<file path="config.mk">
export PLATFORM = sky130hd
export DESIGN_NAME = srs_sequencer
export DESIGN_NICKNAME = d
export VERILOG_FILES = /design/src/logic/srs_pkg.sv /design/src/logic/srs_fifo.sv /design/src/logic/srs_sequencer.sv
export SDC_FILE = /design/constraint.sdc
export NUM_CORES = 1
export LEC_CHECK = 0
export BUFFER_PORTS_ARGS = -buffer_cell sky130_fd_sc_hd__buf_2
export CAP_MARGIN = 15
export CORE_MARGIN = 1.5
export CORE_UTILIZATION = 62
export CTS_CLUSTER_DIAMETER = 80
export DETAILED_ROUTE_END_ITERATION = 8
export PLACE_DENSITY = 0.85
export SLEW_MARGIN = 0
export SYNTH_ARGS = -nofsm -noshare
export SYNTH_HDL_FRONTEND = slang
export SYNTH_HIERARCHICAL = 1
export SYNTH_SLANG_ARGS = --single-unit
</file>
<file path="constraint.sdc">
create_clock -name clock -period 4.95 [get_ports clock]
set_input_delay 0.2475 -clock clock [delete_from_list [all_inputs] [get_ports clock]]
set_output_delay 0.2475 -clock clock [all_outputs]
set_load 0.05 [all_outputs]
</file>
<file path="src/logic/srs_pkg.sv">
// Purpose: Shared constants and types of the system-interface request sequencer
// Assumes: One clock; all pins sampled synchronously
// Notes:   Command byte encodings and data identifier layout live here; the agent model and testbench also hard-code them
`default_nettype none

package srs_pkg;

  // ----------------------------------------------------------------
  // Widths and depths
  // ----------------------------------------------------------------
  localparam int ADDR_W     = 32;
  localparam int DATA_W     = 32;
  localparam int CMD_W      = 9;
  localparam int FIFO_DEPTH = 4;

  // ----------------------------------------------------------------
  // Command bus layout
  // ----------------------------------------------------------------
  localparam int CMD_TYPE_BIT = 8;
  localparam int ID_ERR_BIT   = 5;
  localparam int ID_LAST_BIT  = 7;
  localparam int KIND_LSB     = 5;

  localparam logic [2:0] KIND_READ  = 3'h0;
  localparam logic [2:0] KIND_WRITE = 3'h2;
  localparam logic [2:0] KIND_NULL  = 3'h3;

  localparam logic [7:0] CMD_READ  = 8'h00;
  localparam logic [7:0] CMD_WRITE = 8'h40;
  localparam logic [7:0] ID_NEOD   = 8'h80;
  localparam logic [7:0] ID_ERROR  = 8'hA0;

  // ----------------------------------------------------------------
  // Timing
  // ----------------------------------------------------------------
  localparam int         WR_GAP_CYCLES = 4;
  localparam logic [2:0] WR_GAP_LOAD   = 3'(WR_GAP_CYCLES);

  // ----------------------------------------------------------------
  // Types
  // ----------------------------------------------------------------
  typedef enum logic [7:0] {
    ST_IDLE      = 8'h01,
    ST_RD_ISSUE  = 8'h02,
    ST_WR_ISSUE  = 8'h04,
    ST_WR_DATA   = 8'h08,
    ST_RELEASE   = 8'h10,
    ST_SLAVE     = 8'h20,
    ST_EXT_WDATA = 8'h40,
    ST_EXT_RESP  = 8'h80
  } srs_state_e;

  typedef struct packed {
    logic [ADDR_W-1:0] addr;
    logic [DATA_W-1:0] data;
  } srs_wreq_s;

  typedef struct packed {
    logic [DATA_W-1:0] busOut;
    logic [CMD_W-1:0]  cmdOut;
    logic              driveN;
    logic              validN;
    logic              releaseN;
  } srs_pin_s;

  typedef struct packed {
    srs_state_e        state;
    logic              readPending;
    logic [2:0]        gapCnt;
    logic [1:0]        rdHist;
    logic [1:0]        wrHist;
    logic              extHist;
    logic              preferExt;
    logic [ADDR_W-1:0] extAddr;
    srs_pin_s          pin;
    logic              respValid;
    logic [DATA_W-1:0] respData;
    logic              respLast;
    logic              busErr;
    logic              intWr;
    logic [ADDR_W-1:0] intAddr;
    logic [DATA_W-1:0] intData;
  } srs_ctl_s;

  localparam srs_pin_s PIN_RST = '{busOut: '0, cmdOut: '0, driveN: 1'b0,
                                   validN: 1'b1, releaseN: 1'b1};

  localparam srs_ctl_s CTL_RST = '{state: ST_IDLE, pin: PIN_RST, rdHist: 2'h3,
                                   wrHist: 2'h3, extHist: 1'b1, default: '0};

  // ----------------------------------------------------------------
  // Decoding helpers
  // ----------------------------------------------------------------
  function automatic logic isAddrCycle(input logic [CMD_W-1:0] cmd);
    return !cmd[CMD_TYPE_BIT];
  endfunction : isAddrCycle

  function automatic logic [2:0] cmdKind(input logic [CMD_W-1:0] cmd);
    return cmd[KIND_LSB +: 3];
  endfunction : cmdKind

endpackage : srs_pkg

`default_nettype wire

</file>
<file path="src/logic/srs_fifo.sv">
// Purpose: Small write buffer FIFO with valid/ready on both sides
// Assumes: Depth is a power of two
// Notes:   Read data comes straight from the storage flops
`default_nettype none

module srs_fifo #(
  parameter int WIDTH = 64,
  parameter int DEPTH = 4
) (
  // Clock and reset
  input  wire logic             clock,
  input  wire logic             arstN,
  // Fill side
  input  wire logic             inValid,
  input  wire logic [WIDTH-1:0] inData,
  output logic                  inReady,
  // Drain side
  output logic                  outValid,
  output logic [WIDTH-1:0]      outData,
  input  wire logic             outReady
);

  localparam int PW = $clog2(DEPTH);

  typedef struct packed {
    logic [DEPTH-1:0][WIDTH-1:0] mem;
    logic [PW-1:0]               wrPtr;
    logic [PW-1:0]               rdPtr;
    logic [PW:0]                 count;
  } srs_fifo_s;

  srs_fifo_s q;
  srs_fifo_s d;
  logic      push;
  logic      pop;

  assign inReady  = (q.count != (PW+1)'(DEPTH));
  assign outValid = (q.count != '0);
  assign outData  = q.mem[q.rdPtr];
  assign push     = inValid && inReady;
  assign pop      = outValid && outReady;

  always_comb begin
    d = q;
    if (push) begin
      d.mem[q.wrPtr] = inData;
      d.wrPtr        = q.wrPtr + PW'(1);
    end
    if (pop) begin
      d.rdPtr = q.rdPtr + PW'(1);
    end
    case ({push, pop})
      2'b10:   d.count = q.count + (PW+1)'(1);
      2'b01:   d.count = q.count - (PW+1)'(1);
      default: d.count = q.count;
    endcase
  end

  always_ff @(posedge clock or negedge arstN) begin
    if (!arstN) begin
      q <= '0;
    end else begin
      q <= d;
    end
  end

endmodule : srs_fifo

`default_nettype wire

</file>
<file path="src/logic/srs_sequencer.sv">
// Purpose: Sequencing and arbitration of processor and external requests
// Assumes: Agent keeps its own pacing rules; pins synchronous to clock
// Notes:   Pin outputs are registered images of the next state
`default_nettype none

module srs_sequencer (
  // Clock and reset
  input  wire logic                        clock,
  input  wire logic                        arstN,
  // Mode
  input  wire logic                        legacyMode,
  // Core read request
  input  wire logic                        rdReqValid,
  input  wire logic [srs_pkg::ADDR_W-1:0]  rdReqAddr,
  output logic                             rdReqReady,
  // Write buffer fill side
  input  wire logic                        wbValid,
  input  wire srs_pkg::srs_wreq_s          wbReq,
  output logic                             wbReady,
  // Read response to core
  output logic                             rdRespValid,
  output logic [srs_pkg::DATA_W-1:0]       rdRespData,
  output logic                             rdRespLast,
  output logic                             busError,
  // Interrupt register write
  output logic                             intWrValid,
  output logic [srs_pkg::ADDR_W-1:0]       intWrAddr,
  output logic [srs_pkg::DATA_W-1:0]       intWrData,
  // Address/data and command pins
  input  wire logic [srs_pkg::DATA_W-1:0]  muxAddrDataBusIn,
  output logic [srs_pkg::DATA_W-1:0]       muxAddrDataBusOut,
  output logic                             muxAddrDataBusOeN,
  input  wire logic [srs_pkg::CMD_W-1:0]   cycleCommandBusIn,
  output logic [srs_pkg::CMD_W-1:0]        cycleCommandBusOut,
  output logic                             cycleCommandBusOeN,
  // Handshake pins
  input  wire logic                        readAcceptReadyN,
  input  wire logic                        writeAcceptReadyN,
  input  wire logic                        busRequestFromAgentN,
  output logic                             releaseN,
  output logic                             masterValidStrobeN,
  input  wire logic                        slaveValidStrobeN
);

  // ----------------------------------------------------------------
  // Write buffer
  // ----------------------------------------------------------------
  srs_pkg::srs_ctl_s  q;
  srs_pkg::srs_ctl_s  d;
  srs_pkg::srs_wreq_s wbHead;
  logic               wbHeadValid;
  logic               wbPop;

  srs_fifo #(
    .WIDTH ($bits(srs_pkg::srs_wreq_s)),
    .DEPTH (srs_pkg::FIFO_DEPTH)
  ) u_fifo (
    .clock    (clock),
    .arstN    (arstN),
    .inValid  (wbValid),
    .inData   (wbReq),
    .inReady  (wbReady),
    .outValid (wbHeadValid),
    .outData  (wbHead),
    .outReady (wbPop)
  );

  // ----------------------------------------------------------------
  // Decode
  // ----------------------------------------------------------------
  logic agentCycle;
  logic agentAddr;
  logic agentData;
  logic extWant;
  logic rdIssueOk;
  logic wrIssueOk;

  assign agentCycle = !slaveValidStrobeN;
  assign agentAddr  = agentCycle && srs_pkg::isAddrCycle(cycleCommandBusIn);
  assign agentData  = agentCycle && !srs_pkg::isAddrCycle(cycleCommandBusIn);
  assign extWant    = !busRequestFromAgentN;
  assign rdIssueOk  = (q.state == srs_pkg::ST_RD_ISSUE) && !q.rdHist[1];
  assign wrIssueOk  = (q.state == srs_pkg::ST_WR_ISSUE) && !q.wrHist[1];
  assign rdReqReady = rdIssueOk;
  assign wbPop      = (q.state == srs_pkg::ST_WR_DATA);

  // ----------------------------------------------------------------
  // Pin image of a state
  // ----------------------------------------------------------------
  function automatic srs_pkg::srs_pin_s pinsFor(
    input srs_pkg::srs_state_e st,
    input logic [srs_pkg::ADDR_W-1:0] rdAddr,
    input srs_pkg::srs_wreq_s wr
  );
    srs_pkg::srs_pin_s p;
    p = srs_pkg::PIN_RST;
    case (st)
      srs_pkg::ST_RD_ISSUE: begin
        p.busOut = rdAddr;
        p.cmdOut = {1'b0, srs_pkg::CMD_READ};
        p.validN = 1'b0;
      end
      srs_pkg::ST_WR_ISSUE: begin
        p.busOut = wr.addr;
        p.cmdOut = {1'b0, srs_pkg::CMD_WRITE};
        p.validN = 1'b0;
      end
      srs_pkg::ST_WR_DATA: begin
        p.busOut = wr.data;
        p.cmdOut = {1'b1, srs_pkg::ID_NEOD};
        p.validN = 1'b0;
      end
      srs_pkg::ST_RELEASE: begin
        p.releaseN = 1'b0;
      end
      srs_pkg::ST_SLAVE, srs_pkg::ST_EXT_WDATA: begin
        p.driveN = 1'b1;
      end
      srs_pkg::ST_EXT_RESP: begin
        p.cmdOut = {1'b1, srs_pkg::ID_ERROR};
        p.validN = 1'b0;
      end
      default: begin
        p = srs_pkg::PIN_RST;
      end
    endcase
    return p;
  endfunction : pinsFor

  // ----------------------------------------------------------------
  // Next state
  // ----------------------------------------------------------------
  always_comb begin
    d           = q;
    d.rdHist    = {q.rdHist[0], readAcceptReadyN};
    d.wrHist    = {q.wrHist[0], writeAcceptReadyN};
    d.extHist   = busRequestFromAgentN;
    d.respValid = 1'b0;
    d.respLast  = 1'b0;
    d.busErr    = 1'b0;
    d.intWr     = 1'b0;
    if (q.gapCnt != 3'h0) begin
      d.gapCnt = q.gapCnt - 3'h1;
    end
    case (q.state)
      srs_pkg::ST_IDLE: begin
        // Gap blocks every request, own and external alike
        if (q.gapCnt == 3'h0 && !q.readPending) begin
          if (extWant && (q.preferExt || !(wbHeadValid || rdReqValid))) begin
            d.state     = srs_pkg::ST_RELEASE;
            d.preferExt = 1'b0;
          end else if (wbHeadValid) begin
            // Buffered writes drain before any read goes out
            d.state     = srs_pkg::ST_WR_ISSUE;
            d.preferExt = 1'b1;
          end else if (rdReqValid) begin
            d.state     = srs_pkg::ST_RD_ISSUE;
            d.preferExt = 1'b1;
          end
        end
      end
      srs_pkg::ST_RD_ISSUE: begin
        if (rdIssueOk) begin
          d.readPending = 1'b1;
          d.state       = srs_pkg::ST_RELEASE;
        end else if (extWant && !q.extHist && q.rdHist[0]) begin
          d.state = srs_pkg::ST_RELEASE;
        end
      end
      srs_pkg::ST_WR_ISSUE: begin
        if (wrIssueOk) begin
          d.state  = srs_pkg::ST_WR_DATA;
          d.gapCnt = legacyMode ? srs_pkg::WR_GAP_LOAD : 3'h0;
        end else if (extWant && !q.extHist && q.wrHist[0]) begin
          d.state = srs_pkg::ST_RELEASE;
        end
      end
      srs_pkg::ST_WR_DATA: begin
        d.state = srs_pkg::ST_IDLE;
      end
      srs_pkg::ST_RELEASE: begin
        d.state = srs_pkg::ST_SLAVE;
      end
      srs_pkg::ST_SLAVE: begin
        // Agent may start here unasked once a read is pending
        if (agentAddr) begin
          case (srs_pkg::cmdKind(cycleCommandBusIn))
            srs_pkg::KIND_READ: begin
              d.state = srs_pkg::ST_EXT_RESP;
            end
            srs_pkg::KIND_WRITE: begin
              d.extAddr = muxAddrDataBusIn;
              d.state   = srs_pkg::ST_EXT_WDATA;
            end
            default: begin
              d.state = q.readPending ? srs_pkg::ST_RELEASE : srs_pkg::ST_IDLE;
            end
          endcase
        end else if (agentData && q.readPending) begin
          d.respValid = 1'b1;
          d.respData  = muxAddrDataBusIn;
          d.respLast  = cycleCommandBusIn[srs_pkg::ID_LAST_BIT];
          d.busErr    = cycleCommandBusIn[srs_pkg::ID_ERR_BIT];
          if (cycleCommandBusIn[srs_pkg::ID_LAST_BIT]) begin
            d.readPending = 1'b0;
            d.state       = srs_pkg::ST_IDLE;
          end
        end
      end
      srs_pkg::ST_EXT_WDATA: begin
        if (agentData) begin
          d.intWr   = 1'b1;
          d.intAddr = q.extAddr;
          d.intData = muxAddrDataBusIn;
          d.state   = q.readPending ? srs_pkg::ST_RELEASE : srs_pkg::ST_IDLE;
        end
      end
      srs_pkg::ST_EXT_RESP: begin
        d.state = q.readPending ? srs_pkg::ST_RELEASE : srs_pkg::ST_IDLE;
      end
      default: begin
        d.state = srs_pkg::ST_IDLE;
      end
    endcase
    d.pin = pinsFor(d.state, rdReqAddr, wbHead);
  end

  always_ff @(posedge clock or negedge arstN) begin
    if (!arstN) begin
      q <= srs_pkg::CTL_RST;
    end else begin
      q <= d;
    end
  end

  // ----------------------------------------------------------------
  // Outputs
  // ----------------------------------------------------------------
  assign muxAddrDataBusOut  = q.pin.busOut;
  assign muxAddrDataBusOeN  = q.pin.driveN;
  assign cycleCommandBusOut = q.pin.cmdOut;
  assign cycleCommandBusOeN = q.pin.driveN;
  assign masterValidStrobeN = q.pin.validN;
  assign releaseN           = q.pin.releaseN;
  assign rdRespValid        = q.respValid;
  assign rdRespData         = q.respData;
  assign rdRespLast         = q.respLast;
  assign busError           = q.busErr;
  assign intWrValid         = q.intWr;
  assign intWrAddr          = q.intAddr;
  assign intWrData          = q.intData;

  logic ownAddrOut;
  assign ownAddrOut = !q.pin.validN && !q.pin.cmdOut[srs_pkg::CMD_TYPE_BIT];
endmodule : srs_sequencer

`default_nettype wire

</file>
# Word-level counts from Yosys, hierarchy flattened
# Index checks and enable logic that the tools add are counted.
[classes]
addsub = 5
magnitude_cmp = 3
n_eq_ne = 23
n_mux = 41
bitwise_logic = 1
reduce_logical = 37
[ops]
columns = ["cell", "n"]
rows = [
  ["$bwmux 256", 1],
  ["$mux 65", 2],
  ["$bmux 64 s2", 1],
  ["$demux 64 s2", 1],
  ["$mux 64", 2],
  ["$mux 35", 3],
  ["$pmux 32 s3", 1],
  ["$mux 8", 10],
  ["$pmux 8 s7", 1],
  ["$pmux 9 s3", 1],
  ["$mux 9", 2],
  ["$eq 8x2->1 const B", 2],
  ["$eq 8x3->1 const B", 2],
  ["$eq 8x4->1 const B", 2],
  ["$eq 8x5->1 const B", 2],
  ["$eq 8x6->1 const B", 2],
  ["$eq 8x7->1 const B", 2],
  ["$eq 8x8->1 const B", 2],
  ["$pmux 8 s2", 1],
  ["$logic_and 1x1->1", 13],
  ["$mux 3", 4],
  ["$reduce_and 3->1", 3],
  ["$reduce_bool 3->1", 3],
  ["$eq 8x1->1 const B", 1],
  ["23 further kinds", 46],
]
[word_totals]
register_bits = 457
wordCells = 137

# Longest topological paths before layout
[logic_depth]
ltp_word = 11
depth_mapped = 10
depth_no_buf = 9

# Modules after synthesis
# Netlist, hierarchy kept.
[modules_own_cells]
columns = ["module", "n_inst", "cells_each", "area_each_um2", "seq_area_each_um2"]
rows = [
  ["srs_fifo", 1, 655, 12694.7, 6581.3],
  ["srs_sequencer", 1, 844, 8662.1, 4714.5],
]

# Worst setup path after synthesis
# Ideal clock, no wire load.
[synth_timing]
kind = "register -> register"
startpoint = "register, netlist name q[190]"
endpoint = "register u_fifo/q[2] in the netlist's numbering"
setup_time_ns = 0.079
arrival_time_ns = 2.182
t_required_ns = 4.871
setup_slack_ns = 2.689
stages_incl_launch_ff = 10
n_path_buf = 0
period_less_slack_ns = 2.261
path_cell_list = "dfrtp_1 -> nor4_4 -> and4b_1 -> o31a_2 -> ha_1 -> inv_1 -> fa_1 -> xor2_1 -> nor2_1 -> xor2_1"
[synth_rtl]
columns = ["element", "line_no", "text"]
rows = [
  ["end signal: assignment", "srs_fifo.sv:61", "q <= '0;"],
  ["end signal: assignment", "srs_fifo.sv:63", "q <= d;"],
  ["end: declaration", "srs_fifo.sv:32", "srs_fifo_s q;"],
]

==> impl_metrics.csv <==
group,metric,value,unit
power_and_ir_drop,power.density,579.1,nW/um2
route,drt_wl_total,49470,um
timing,rsz0062_at_grt,"no",
power_and_ir_drop,peakVddDrop,0.4033,mV
timing,clock.fmax,364.0,MHz
logic_synthesis,ys_warn_count,6,
timing,worst_pin_slew,1122,ps
grt,grt_overflow,0,
setup_path,end_kind,"register",
route,vias_per_cell,5.738,
clock_tree,cts_tree,"built",
clock_tree,clk_pin_slew,70,ps
timing,hold_violations,0,
clock_tree,htreeDepth,2,
route,dr.pass1.iters,5,
route,drt_iter0_markers,728,
setup_path,path_max_fanout,23,
timing,fin_setup_tns,0,ps
logic_synthesis,syn_inst,1499,
timing,hold-worst-slack,17.29,ps
placed_design,dp_hpwl,29100,um
setup_path,cp-start-kind,"register",
logic_synthesis,yosys-top-cells-area,"dfrtp_1 (52%), mux2_4 (17%), mux4_2 (6.7%), nand2_1 (5.2%), buf_4 (4.9%)",
cells_and_area,final_nets,1903,
floorplanning,ios,293,
floorplanning,rows,67,
route,postRouteAntennaNets,0,
setup_path,max_stage_delay,430,ps
clock_tree,cts-root-buf,"clkbuf_16",
setup_path,reg2reg_depth,8,
logic_synthesis,syn_avg_cell_area,14.25,um2
cells_and_area,post-route-util,0.7208,
hold_path,min_path_type,"in2reg",
setup_path,r2r_start,"q[182]",
logic_synthesis,synth_edf_count,0,
logic_synthesis,ys_top_cells_by_count,"dfrtp_1 (443), nand2_1 (294), mux2_4 (240), buf_4 (139), mux4_2 (64)",
timing,slew_headroom,0.2518,
clock_tree,clock_sinks,451,
setup_path,cp_slowest_cell,"buf_4",
run_status,status,"finished, final reports clean",
cells_and_area,regArea,11300,um2
floorplanning,initial_utilization,0.6337,
setup_path,arrival,3240,ps
setup_path,setup.worst_path.start,"q[182]",
cells_and_area,drive_above_1_share,0.4208,
power_and_ir_drop,leakagePower,12.31,nW
timing,period_share,0.5550,
logic_synthesis,synth-seq-cells,451,
logic_synthesis,synth_flop_cell,"dfrtp_1",
cells_and_area,area_growth_syn_to_layout,13.73,%
setup_path,crit_chain,"inv_1 -> ha_1 -> or3b_1 -> o21bai_1 -> nor3_2 -> a2bb2oi_4 -> buf_4 -> a21o_1",
logic_synthesis,seq_area_frac_synth,0.5289,
setup_path,crit_type,"reg2reg",
route,via_count,12800,
logic_synthesis,yosysMostFrequentCell,"dfrtp_1",
grt,grt_max_degree,122,
placed_design,place_congestion,0.8538,
timing,drv_slew,0,
clock_tree,cts_setup_buffers,0,
clock_tree,numCtsBuffers,46,
timing,period_needed,2747,ps
flow_run,maxCapViolCount,0,
logic_synthesis,yosys.area.top_type,"dfrtp_1",
grt,grt_pass1_wl,79070,um
grt,grt_pass1_vias,13980,
setup_path,cp-endpoint,"muxAddrDataBusOut[15]",
route,wl_per_cell,22.17,um
logic_synthesis,ys_types,64,
setup_path,timing.rr.end,"muxAddrDataBusOut[15]",
timing,finalSetupViolations,0,
clock_tree,clk_latency,570,ps
floorplanning,chipWidth,188.6,um
grt,grt_usage,0.2847,
grt,antenna_found_initial,5,
floorplanning,dieHeight,188.6,um
floorplanning,core,33700,um2
clock_tree,cts_buffer_depth,3,
placed_design,io_buffers,282,
logic_synthesis,synth_area,21360,um2
cells_and_area,multi_input_area,8152,um2
cells_and_area,fillers,2030,
placed_design,place_area,21670,um2
cells_and_area,finalInstanceArea,24290,um2
route,drc,0,
timing,skew,17.48,ps
floorplanning,dieArea,35570,um2
logic_synthesis,synth_top_area_frac,0.5191,
logic_synthesis,async_reset_ff_frac,1.000,
setup_path,rrSetupSlack,2200,ps
setup_path,required,5440,ps
==> state kept, by name, indices dropped and copies added, names as in the netlist, 2 cells and up <==
register / cells
cycleCommandBusOut: 3
intWrData: 32
d: 2
muxAddrDataBusOut: 32
q: 48
intWrAddr: 32
rdRespData: 32
u_fifo/q: 263
==> cells in the final DEF (no fill, tap or decap), types with 32 or more instances in the layout <==
master         instances
dfrtp_1              441
a22o_1                32
mux2_4               240
clkbuf_16             49
buf_2                281
mux4_2                64
nand2_1              294
dlygate4sd3_1        112
mux2_2                48
a21o_1                35
==> critical path: cells and delay by family (launching register included) <==
family                     cells  cell delay [ps]
AOI/OAI and AO/OA              3              890
adders and majority gates      1              190
DFF                            1              390
and+or+nand+nor                2              680
buffers and inverters          2              520
==> metrics by stage <==
step	setup WS, ps	power (mW)	std cells
final	2203	14.07	2231
after global routing	2039	14.65	2231
after CTS	2214	14.02	2227
after detailed placement	2229	10.41	2037
after global placement	2251	10.19	2037
after floorplan	2689	9.791	1503
==> metal layers <==
layer	share of wire	wire length [um]	track usage
met4	0.030	1501	0.09676
met5	0.00059	29	0
met1	0.41	20240	0.3718
met2	0.50	24700	0.4832
met3	0.061	3001	0.05085
==> power by group <==
group,internal [mW],leakage (nW),total (mW),switching [mW]
combinational,2.79,5.90,4.77,1.98
clock,2.02,0.729,3.45,1.43
sequential,4.97,5.68,5.84,0.879
total,9.78,12.3,14.1,4.28
==> how the worst min path moves through the flow <==
| stage | from | to | slack (ps) | cells after the start |
|---|---|---|---|---|
| after global placement | arstN | rdRespData[6] | 360 | 1 |
| after CTS | rdReqAddr[30] | muxAddrDataBusOut[30] | 1 | 3 |
| final | rdReqAddr[30] | muxAddrDataBusOut[30] | 20 | 3 |
| after floorplan | arstN | busError | -50 | 0 |
| after detailed placement | arstN | rdRespData[6] | 360 | 1 |
| after global routing | rdReqAddr[19] | muxAddrDataBusOut[19] | 10 | 3 |
==> what timing repair did <==
action | in CTS | in global routing
gates resized for setup | 0 | 0
hold buffers | 111 | 1
endpoints found under the setup margin | 0 | 0
endpoints found under the hold margin | 475 | 1
==> layout make-up <==
type / count / share of cell area
Tap cell: 448 / 0.02308
Clock buffer: 70 / 0.05702
Inverter: 16 / 0.002473
Timing Repair Buffer: 413 / 0.1121
Clock inverter: 9 / 0.004172
Sequential cell: 451 / 0.4653
Multi-Input combinational cell: 821 / 0.3356
Antenna cell: 3 / 0.0003091
==> logic make-up after synthesis <==
| logic type | synth area share |
|---|---|
| flip-flops | 0.5289 |
| AO/OA/AOI/OAI | 0.03761 |
| multiplexers | 0.2630 |
| XOR/XNOR | 0.003280 |
| other | 0.0001756 |
| AND/OR/NAND/NOR | 0.07136 |
| adder cells (fa/ha/maj) | 0.005038 |
| buffers and inverters | 0.09063 |
Power figures use the tool's default switching activity.
